**config.mk**
```make
export PLATFORM = sky130hd
export DESIGN_NAME = pad_gpio_and_signal_monitor
export DESIGN_NICKNAME = d
export VERILOG_FILES = /design/src/pkg/pad_gpio_pkg.sv /design/src/pkg/pad_reg_if.sv /design/src/hdl/pad_regfile.sv /design/src/hdl/pad_gpio_and_signal_monitor.sv
export VERILOG_INCLUDE_DIRS = /design/src /design/src/pkg
export SDC_FILE = /design/constraint.sdc
export NUM_CORES = 1
export LEC_CHECK = 0
export ABC_AREA = 1
export BUFFER_PORTS_ARGS = -buffer_cell sky130_fd_sc_hd__buf_4
export CORE_MARGIN = 1.5
export CORE_UTILIZATION = 53
export CTS_CLUSTER_SIZE = 24
export DETAILED_ROUTE_END_ITERATION = 6
export GPL_TIMING_DRIVEN = 0
export HOLD_SLACK_MARGIN = 0.15
export PLACE_DENSITY = 0.84
export SETUP_SLACK_MARGIN = 0.1
export SLEW_MARGIN = 20
export SYNTH_ARGS = -nofsm -noshare
export SYNTH_HDL_FRONTEND = slang
export SYNTH_SLANG_ARGS = --single-unit
```
**constraint.sdc**
```tcl
create_clock -name i_sys_clk -period 1.4 [get_ports i_sys_clk]
set_clock_uncertainty 0.05 [all_clocks]
set_input_delay 0.14 -clock i_sys_clk [delete_from_list [all_inputs] [get_ports i_sys_clk]]
set_output_delay 0.14 -clock i_sys_clk [all_outputs]
set_load 0.05 [all_outputs]
```
**src/pkg/pad_gpio_consts.svh**
```systemverilog
// register offsets, field positions, reset values and monitor codes of the pad block
`ifndef PAD_GPIO_CONSTS_SVH
`define PAD_GPIO_CONSTS_SVH
// ----------------------------------------
// register offsets
// ----------------------------------------
`define ADDR_PAD_OUTPUT_ENABLE 7'h44
`define ADDR_PAD_OUTPUT_VALUE 7'h45
`define ADDR_PAD_INPUT_VALUE 7'h46
`define ADDR_MONITOR_SIGNAL_SELECT 7'h47
// ----------------------------------------
// fields and reset values
// ----------------------------------------
`define FAST_IO_SWITCHING_BIT 7
`define MONITOR_CODE_MSB 3
`define CLOCK_OUTPUT_PIN_BIT 6
`define TEST_PIN_MSB 3
`define RST_PAD_OUTPUT_ENABLE 8'h00
`define RST_PAD_OUTPUT_VALUE 8'h00
`define RST_FAST_IO_SWITCHING 1'b0
`define RST_MONITOR_CODE 4'h0
`define RDATA_NONE 8'h00
// ----------------------------------------
// monitor source codes
// ----------------------------------------
`define MON_HIZ_A 4'h0
`define MON_HIZ_B 4'h1
`define MON_LOW 4'h2
`define MON_HIGH 4'h3
`define MON_TX_ENVELOPE 4'h4
`define MON_TX_ACTIVE 4'h5
`define MON_SECURE_LINK 4'h6
`define MON_RX_ENVELOPE 4'h7
`define MON_RX_ACTIVE 4'h8
`define MON_RX_BIT 4'h9
`endif

```
**src/pkg/pad_gpio_pkg.sv**
```systemverilog
// types shared by the pad block modules
package pad_gpio_pkg;
    typedef logic [7:0] pad_byte_t;
    typedef logic [6:0] reg_addr_t;
    typedef logic [3:0] monitor_code_t;
endpackage

```
**src/pkg/pad_reg_if.sv**
```systemverilog
// register port and register contents passed between core and register file
`timescale 1ns/1ps
interface pad_reg_if;
    logic wr;
    logic rd;
    pad_gpio_pkg::reg_addr_t addr;
    pad_gpio_pkg::pad_byte_t wdata;
    pad_gpio_pkg::pad_byte_t rdata;
    pad_gpio_pkg::pad_byte_t input_level;
    pad_gpio_pkg::pad_byte_t out_enable;
    pad_gpio_pkg::pad_byte_t out_value;
    logic fast_io;
    pad_gpio_pkg::monitor_code_t mon_code;
    modport regs (input wr, rd, addr, wdata, input_level,
                  output rdata, out_enable, out_value, fast_io, mon_code);
    modport core (output wr, rd, addr, wdata, input_level,
                  input rdata, out_enable, out_value, fast_io, mon_code);
endinterface

```
**src/hdl/pad_regfile.sv**
```systemverilog
// storage of three and read-back of all four pad configuration registers
`timescale 1ns/1ps
`include "pad_gpio_consts.svh"
module pad_regfile (
    input wire logic i_sys_clk, // system clock
    input wire logic i_rst_n, // async reset, active low
    pad_reg_if.regs bus // register port and contents
);
    pad_gpio_pkg::pad_byte_t enable_reg, enable_next;
    pad_gpio_pkg::pad_byte_t value_reg, value_next;
    logic speed_reg, speed_next;
    pad_gpio_pkg::monitor_code_t code_reg, code_next;
    pad_gpio_pkg::pad_byte_t rdata_reg, rdata_next;

    // ----------------------------------------
    // write decode and read mux
    // ----------------------------------------
    always_comb begin
        enable_next = enable_reg;
        value_next = value_reg;
        speed_next = speed_reg;
        code_next = code_reg;
        rdata_next = rdata_reg;
        if (bus.wr) begin
            unique case (bus.addr)
                `ADDR_PAD_OUTPUT_ENABLE: enable_next = bus.wdata;
                `ADDR_PAD_OUTPUT_VALUE: value_next = bus.wdata;
                `ADDR_MONITOR_SIGNAL_SELECT: begin
                    speed_next = bus.wdata[`FAST_IO_SWITCHING_BIT];
                    // reserved bits 6..4 are not stored
                    code_next = bus.wdata[`MONITOR_CODE_MSB:0];
                end
                default: ;
            endcase
        end
        if (bus.rd) begin
            unique case (bus.addr)
                `ADDR_PAD_OUTPUT_ENABLE: rdata_next = enable_reg;
                `ADDR_PAD_OUTPUT_VALUE: rdata_next = value_reg;
                `ADDR_PAD_INPUT_VALUE: rdata_next = bus.input_level;
                `ADDR_MONITOR_SIGNAL_SELECT: rdata_next = {speed_reg, 3'h0, code_reg};
                default: rdata_next = `RDATA_NONE;
            endcase
        end
    end

    always_ff @(posedge i_sys_clk or negedge i_rst_n) begin
        if (!i_rst_n) begin
            enable_reg <= `RST_PAD_OUTPUT_ENABLE;
            value_reg <= `RST_PAD_OUTPUT_VALUE;
            speed_reg <= `RST_FAST_IO_SWITCHING;
            code_reg <= `RST_MONITOR_CODE;
            rdata_reg <= `RDATA_NONE;
        end else begin
            enable_reg <= enable_next;
            value_reg <= value_next;
            speed_reg <= speed_next;
            code_reg <= code_next;
            rdata_reg <= rdata_next;
        end
    end

    assign bus.out_enable = enable_reg;
    assign bus.out_value = value_reg;
    assign bus.fast_io = speed_reg;
    assign bus.mon_code = code_reg;
    assign bus.rdata = rdata_reg;
endmodule // pad_regfile

```
**src/hdl/pad_gpio_and_signal_monitor.sv**
```systemverilog
// general purpose pad control and signal monitor output for eight spare pins
// Notes on behaviour
// - set enable bit drives matching pin out
// - clock pin enable stops clock output function
// - boundary scan masks enables of test pins
// - value register bits drive pin outputs
// - input register returns pin input levels
// - speed bit selects fast pad edges
// - codes 0-3 give tristate, low, high
// - codes 4-6 route transmitter side signals
// - codes 7-9 route receiver side signals
`timescale 1ns/1ps
`include "pad_gpio_consts.svh"
module pad_gpio_and_signal_monitor (
    input wire logic i_sys_clk, // system clock, 125 MHz
    input wire logic i_rst_n, // async reset, active low
    input wire logic i_reg_wr, // register write strobe
    input wire logic i_reg_rd, // register read strobe
    input wire logic [6:0] i_reg_addr, // register address
    input wire logic [7:0] i_reg_wdata, // register write data
    output logic [7:0] o_reg_rdata, // read data, one cycle after read
    input wire logic [7:0] i_pad_in, // pin input buffers
    output logic [7:0] o_pad_out, // pin output buffers
    output logic [7:0] o_pad_oe_n, // pin output enables, low drives
    input wire logic i_bscan_en, // boundary scan enabled in nonvolatile config
    output logic o_clock_output_pin_func_off, // clock output function switched off
    output logic o_fast_io, // pads in fast edge mode
    input wire logic i_tx_envelope, // transmitter envelope
    input wire logic i_tx_active, // transmitter active
    input wire logic i_secure_link, // generic secure link signal
    input wire logic i_rx_envelope, // receiver envelope
    input wire logic i_rx_active, // receiver active
    input wire logic i_rx_bit, // received bit stream
    output logic o_monitor_out, // monitor output pin level
    output logic o_monitor_oe_n // monitor output enable, low drives
);
    pad_reg_if rif();
    logic [8:0] sync1_reg, sync1_next;
    logic [8:0] sync2_reg, sync2_next;
    logic bscan_s;
    pad_gpio_pkg::pad_byte_t eff_en;
    pad_gpio_pkg::pad_byte_t pad_out_reg, pad_out_next;
    pad_gpio_pkg::pad_byte_t pad_oe_n_reg, pad_oe_n_next;
    logic clk_off_reg, clk_off_next;
    logic fast_reg, fast_next;
    logic mon_out_reg, mon_out_next;
    logic mon_oe_n_reg, mon_oe_n_next;

    // ----------------------------------------
    // register port
    // ----------------------------------------
    assign rif.wr = i_reg_wr;
    assign rif.rd = i_reg_rd;
    assign rif.addr = i_reg_addr;
    assign rif.wdata = i_reg_wdata;
    assign rif.input_level = sync2_reg[7:0];

    pad_regfile u_regs (
        .i_sys_clk(i_sys_clk),
        .i_rst_n(i_rst_n),
        .bus(rif.regs)
    );

    // ----------------------------------------
    // input synchronisers
    // ----------------------------------------
    // scan strap is synced too: it may settle after reset release
    always_comb begin
        sync1_next = {i_bscan_en, i_pad_in};
        sync2_next = sync1_reg;
    end

    always_ff @(posedge i_sys_clk or negedge i_rst_n) begin
        if (!i_rst_n) begin
            sync1_reg <= 9'h000;
            sync2_reg <= 9'h000;
        end else begin
            sync1_reg <= sync1_next;
            sync2_reg <= sync2_next;
        end
    end

    assign bscan_s = sync2_reg[8];

    // ----------------------------------------
    // pad drivers
    // ----------------------------------------
    always_comb begin
        eff_en = rif.out_enable;
        if (bscan_s) begin
            eff_en[`TEST_PIN_MSB:0] = 4'h0;
        end
        pad_oe_n_next = ~eff_en;
        pad_out_next = rif.out_value;
        clk_off_next = eff_en[`CLOCK_OUTPUT_PIN_BIT];
        fast_next = rif.fast_io;
    end

    // ----------------------------------------
    // monitor selector
    // ----------------------------------------
    // reserved codes float the pin so a stray write cannot fight the board
    always_comb begin
        mon_out_next = 1'b0;
        mon_oe_n_next = 1'b0;
        unique case (rif.mon_code)
            `MON_HIZ_A, `MON_HIZ_B: mon_oe_n_next = 1'b1;
            `MON_LOW: mon_out_next = 1'b0;
            `MON_HIGH: mon_out_next = 1'b1;
            `MON_TX_ENVELOPE: mon_out_next = i_tx_envelope;
            `MON_TX_ACTIVE: mon_out_next = i_tx_active;
            `MON_SECURE_LINK: mon_out_next = i_secure_link;
            `MON_RX_ENVELOPE: mon_out_next = i_rx_envelope;
            `MON_RX_ACTIVE: mon_out_next = i_rx_active;
            `MON_RX_BIT: mon_out_next = i_rx_bit;
            default: mon_oe_n_next = 1'b1;
        endcase
    end

    always_ff @(posedge i_sys_clk or negedge i_rst_n) begin
        if (!i_rst_n) begin
            pad_out_reg <= 8'h00;
            pad_oe_n_reg <= 8'hFF;
            clk_off_reg <= 1'b0;
            fast_reg <= 1'b0;
            mon_out_reg <= 1'b0;
            mon_oe_n_reg <= 1'b1;
        end else begin
            pad_out_reg <= pad_out_next;
            pad_oe_n_reg <= pad_oe_n_next;
            clk_off_reg <= clk_off_next;
            fast_reg <= fast_next;
            mon_out_reg <= mon_out_next;
            mon_oe_n_reg <= mon_oe_n_next;
        end
    end

    assign o_pad_out = pad_out_reg;
    assign o_pad_oe_n = pad_oe_n_reg;
    assign o_clock_output_pin_func_off = clk_off_reg;
    assign o_fast_io = fast_reg;
    assign o_monitor_out = mon_out_reg;
    assign o_monitor_oe_n = mon_oe_n_reg;
    assign o_reg_rdata = rif.rdata;
endmodule // pad_gpio_and_signal_monitor

```
==> impl_metrics.tcl, run 1 <==
set metrics [dict create \
    outcome "completed" \
    crit_arrival_ps 1060 \
    ant_nets 0 \
    grt_start_max_net_pins 68 \
    multiInputGateArea_sq_um 812 \
    netlist_instances 245 \
    setup_viol 0 \
    most-common-layout-cells "nand2_1 (75), buf_4 (61), dfrtp_1 (58)" \
    synth_nets 279 \
    syn_avg_cell_area_sq_um 10.7 \
    areaGrowthSynthToFinish_pct 37.7 \
    hold_depth 5 \
    viasPerCell 5.06 \
    port_buffers 61 \
    hpwl_um 3650 \
    cp_num_buf_inv 1 \
    p_per_area_nw_per_um2 1280 \
    worst-path-stages 1 \
    yosys.area.top_type "dfrtp_1" \
    gr-usage-all-layers_pct 23.3 \
    first_iter_violations 146 \
    ios 62 \
    first_pass_iters 5 \
    cts_buffers 9 \
    yosysWarnings 0 \
    start_util_pct 55.2 \
    max_cap_violations 0 \
    max_slew_margin_pct 46.8 \
    cts_resized 0 \
    final-max-slew-violation-count 0 \
    fp.coreArea_sq_um 4750 \
    die_h_um 73.4 \
    setup-tns-final_ps 0 \
    worst_path_max_delay_cell "dfstp_2" \
    placementRows 25 \
    worst_ep_required_time_ps 1210 \
    wl_per_cell_um 13.8 \
    tightest_slew_ps 798 \
    crit_family "flip-flops" \
    leakagePower_nw 1.92 \
    netlist.area_leader.share_pct 55.3 \
    num-fill-cells 322 \
    htreeDepth 3 \
    worst_r2r_startpoint "u_regs.bus.mon_code[3]" \
    clock_path_buffers 2 \
    yosysSeqAreaShare_pct 64.3 \
    ys_ff_latch 67 \
    start_kind "flip-flop" \
    numClockSinks 67 \
    regArea_sq_um 1690 \
    cts_root_buf "clkbuf_8" \
    syn_area_sq_um 2630 \
    drive_above_1_share_pct 31.3 \
    diodes 0 \
    crit_start "o_pad_oe_n[4]" \
    period_share_pct 89.1 \
    vias 2086 \
    drc 0 \
    grt_pass1_wl_um 9150 \
    path_class "reg2out" \
    hold_ws_ps 151 \
    worst_setup_path_end_kind "primary output" \
    placed_cells 373 \
    finalCriticalPeriod_ps 1250 \
    ir_worst_vdd_mv 0.880 \
    hold_viol_final 0 \
    insertion_delay_ps 350 \
    mostFrequentLayoutCell "nand2_1" \
    tritoncts "done" \
    post_cts_buffers 0 \
    clk_pin_slew_ps 70 \
    regToRegEndpoint "o_monitor_out" \
    fin_nets 374 \
    r2r_cells 6 \
    fp.dieW_um 73.4 \
    grt_pass1_vias 2011 \
    finalPower_w 0.00462 \
    timing.critical_path.to "o_pad_oe_n[4]" \
    die_area_sq_um 5380 \
    fin_cells 412 \
    slowest_delay_ps 530 \
    rsz0062_at_grt "no" \
    worstPathMaxFanout 1 \
    routed_wl_um 5690 \
    grt.overflow.total 0 \
    antenna_found_initial 0 \
    utilization_pct 76.0 \
    ys_types 23 \
    max_freq_ghz 0.801 \
    rrSetupSlack_ps 200 \
    synth.top_cells.by_area "dfrtp_1 (55%), nand2_1 (11%), dfstp_2 (9.0%)" \
    worstPathCellList "buf_4" \
    hold_class "in2reg" \
    gp_congestion 0.803 \
]
## synth_stat cells (all sizes together)
cell type and count:
dfrtp 58, nand3 33, a21oi 1, o211ai 1
clkbuf 1, nor2 13, xor2 1, o21ai 28
nand2 80, buf 5, dfstp 9, nand4 1
inv 14
## area by class of cell
| class | count | area share [%] |
|---|---|---|
| clock buffer | 10 | 3.53 |
| timing repair buffer | 84 | 19.0 |
| tap | 67 | 2.32 |
| multi-input combinational | 158 | 22.5 |
| clock inverter | 6 | 2.46 |
| sequential | 67 | 46.7 |
| inverter | 14 | 1.45 |
| buffer | 6 | 2.01 |
## metal layers
layer,routed length [um],global-route usage (%),up-vias,share of wire (%)
met5,0,0,-,0
met4,137,12.1,0,2.4
met3,347,7.27,14,6.1
met2,2860,37.0,85,50
met1,2340,28.9,1002,41
li1,-,-,985,-
## worst min path at each step
stage | end | start | slack, ps
floorplan | o_clock_output_pin_func_off | i_rst_n | -210
global placement | sync1_reg[3] | i_pad_in[3] | 200
detailed placement | sync1_reg[5] | i_pad_in[5] | 200
CTS | o_monitor_out | i_rx_active | 150
global route | o_monitor_out | i_rx_bit | 200
finish | o_monitor_out | i_rx_bit | 150
## metrics by stage
stage	area [sq um]	setup WS, ps
3_3_place_gp	3170	131
2_1_floorplan	2630	351
6_report	3610	152
4_1_cts	3610	146
5_1_grt	3610	107
3_5_place_dp	3170	101
## tightest hold or removal path, cell delays in order
cell,delay [ps]
buf_4,70
nand3_1,60
nand3_1,80
nand3_1,70
o211ai_1,80
## what timing repair did
action	CTS	global route
endpoints found under the setup margin	0	0
endpoints found under the hold margin	97	0
hold buffers	23	0
## cell families after synthesis
group / Yosys count / synth area share (%)
simple gates: 127 / 24.5
flops: 67 / 64.3
compound gates: 30 / 6.10
buf+inv: 20 / 4.77
xor+xnor: 1 / 0.334
## report_power, final
| part | internal [W] | total [W] | switching [W] |
|---|---|---|---|
| Sequential | 0.00210 | 0.00217 | 0.0000712 |
| Clock | 0.00101 | 0.00174 | 0.000739 |
| Combinational | 0.000251 | 0.000704 | 0.000453 |
| Total | 0.00336 | 0.00462 | 0.00126 |
No activity file was read; power rests on OpenSTA's default activity.
==> run 2, diff against run 1 <==
--- a/config.mk
+++ b/config.mk
@@ -15,6 +15,7 @@
 export GPL_TIMING_DRIVEN = 0
 export HOLD_SLACK_MARGIN = 0.15
 export PLACE_DENSITY = 0.84
+export REMOVE_ABC_BUFFERS = 1
 export SETUP_SLACK_MARGIN = 0.1
 export SLEW_MARGIN = 20
 export SYNTH_ARGS = -nofsm -noshare
==> impl_metrics.tcl, run 2 (synthesized netlist as in run 1, its figures left out) <==
set metrics [dict create \
    routed_wl_um 5630 \
    areaGrowthSynthToFinish_pct 33.6 \
    worst_ep_required_time_ps 1210 \
    max_cap_violations 0 \
    regArea_sq_um 1690 \
    clkPwrFrac_pct 33.1 \
    slowest_delay_ps 520 \
    hpwl_um 3460 \
    gp_congestion 0.855 \
    grt_pass1_vias 1956 \
    ir_worst_vdd_mv 0.694 \
    die_area_sq_um 5380 \
    ant_nets 0 \
    combPwrFrac_pct 16.2 \
    port_buffers 61 \
    placed_area_sq_um 3090 \
    final-max-slew-violation-count 0 \
    crit_arrival_ps 1040 \
    fp.coreArea_sq_um 4750 \
    setup_viol 0 \
    max_freq_ghz 0.814 \
    power_switching_w 0.00118 \
    finalCriticalPeriod_ps 1230 \
    numClockSinks 67 \
    start_util_pct 55.2 \
    stdcell_area_sq_um 3510 \
    start_kind "flip-flop" \
    placementRows 25 \
    diodes 0 \
    crit_family "flip-flops" \
    num-fill-cells 334 \
    post_cts_buffers 0 \
    path_class "reg2out" \
    fp.dieW_um 73.4 \
    worstPathMaxFanout 1 \
    antenna_found_initial 0 \
    viasPerCell 5.04 \
    p_sw_share_pct 27.5 \
    insertion_delay_ps 330 \
    die_h_um 73.4 \
    hold_class "in2reg" \
    cts_buffers 9 \
    p_per_area_nw_per_um2 1220 \
    setup-tns-final_ps 0 \
    mostFrequentLayoutCell "nand2_1" \
    multiInputGateArea_sq_um 815 \
    ios 62 \
    pwr-share-seq_pct 50.7 \
    htreeDepth 3 \
    worst_path_max_delay_cell "dfstp_2" \
    clock_path_buffers 2 \
    grt_pass1_wl_um 8840 \
    first_iter_violations 149 \
    worst_setup_path_end_kind "primary output" \
    gr-usage-all-layers_pct 22.7 \
    grt.overflow.total 0 \
    cts_root_buf "clkbuf_8" \
    most-common-layout-cells "nand2_1 (75), buf_4 (61), dfrtp_1 (58)" \
    grt_start_max_net_pins 68 \
    max_slew_margin_pct 47.1 \
    drc 0 \
    worstPathCellList "buf_4" \
    hold_viol_final 0 \
    vias 2041 \
    first_pass_iters 4 \
    drive_above_1_share_pct 30.8 \
    outcome "completed" \
    tritoncts "done" \
    wl_per_cell_um 13.9 \
    tightest_slew_ps 793 \
    leakagePower_nw 1.88 \
    intPower_w 0.00311 \
    clk_pin_slew_ps 60 \
    fin_nets 368 \
    period_share_pct 87.8 \
    rsz0062_at_grt "no" \
    hold_ws_ps 208 \
    cp_num_buf_inv 1 \
]
[run 2: cell type report]
| cell class | count | share of cell area, % |
|---|---|---|
| clock buffers | 13 | 4.82 |
| clock inverters | 2 | 0.286 |
| inverters | 14 | 1.50 |
| multi-input cells | 158 | 23.2 |
| flip-flops and latches | 67 | 48.1 |
| well taps | 67 | 2.39 |
| repair buffers | 84 | 19.6 |
[run 2: power by group through the flow]
| stage | combinational (W) | clock [W] | sequential, W |
|---|---|---|---|
| floorplan | 0.000156 | 0 | 0.00241 |
| global placement | 0.000619 | 0 | 0.00220 |
| detailed placement | 0.000633 | 0 | 0.00221 |
| CTS | 0.000685 | 0.00144 | 0.00217 |
| global route | 0.000744 | 0.00153 | 0.00219 |
| finish | 0.000698 | 0.00142 | 0.00218 |
[run 2: timing repair]
| item | in CTS | in global routing |
|---|---|---|
| hold buffers | 23 | 0 |
| hold endpoints to repair | 97 | 0 |
| resized for setup | 0 | 1 |
| endpoints found under the setup margin | 0 | 1 |
[run 2: layer usage]
layer | share of wire (%) | global-route usage, % | vias to the layer above
li1 | - | - | 972
met1 | 41 | 28.3 | 948
met2 | 48 | 35.2 | 100
met3 | 6.6 | 4.66 | 21
met4 | 3.8 | 16.7 | 0
met5 | 0 | 0 | -
[run 2: worst paths after layout]
check                                        from                endpoint  slack, ps  cells after the start
max                                 o_pad_oe_n[7]           o_pad_oe_n[7]        170                      1
min                                 i_reg_addr[5]  u_regs.bus.mon_code[3]        210                      5
max reg2reg                u_regs.bus.mon_code[2]           o_monitor_out        180                      6
min reg2reg                          sync1_reg[5]            sync2_reg[5]        300                      0
max in group asynchronous                 i_rst_n            sync1_reg[2]        390                      2
min in group asynchronous                 i_rst_n            o_pad_out[5]        400                      2
[run 2: per-stage QoR]
step	instances	utilization, %	total power [W]	setup WS, ps
after floorplan	239	-	0.00257	316
after global placement	367	65.1	0.00282	0.858
after detailed placement	367	65.1	0.00284	-57.1
after CTS	405	73.7	0.00430	159
after global routing	405	73.7	0.00446	117
final	405	73.7	0.00429	171
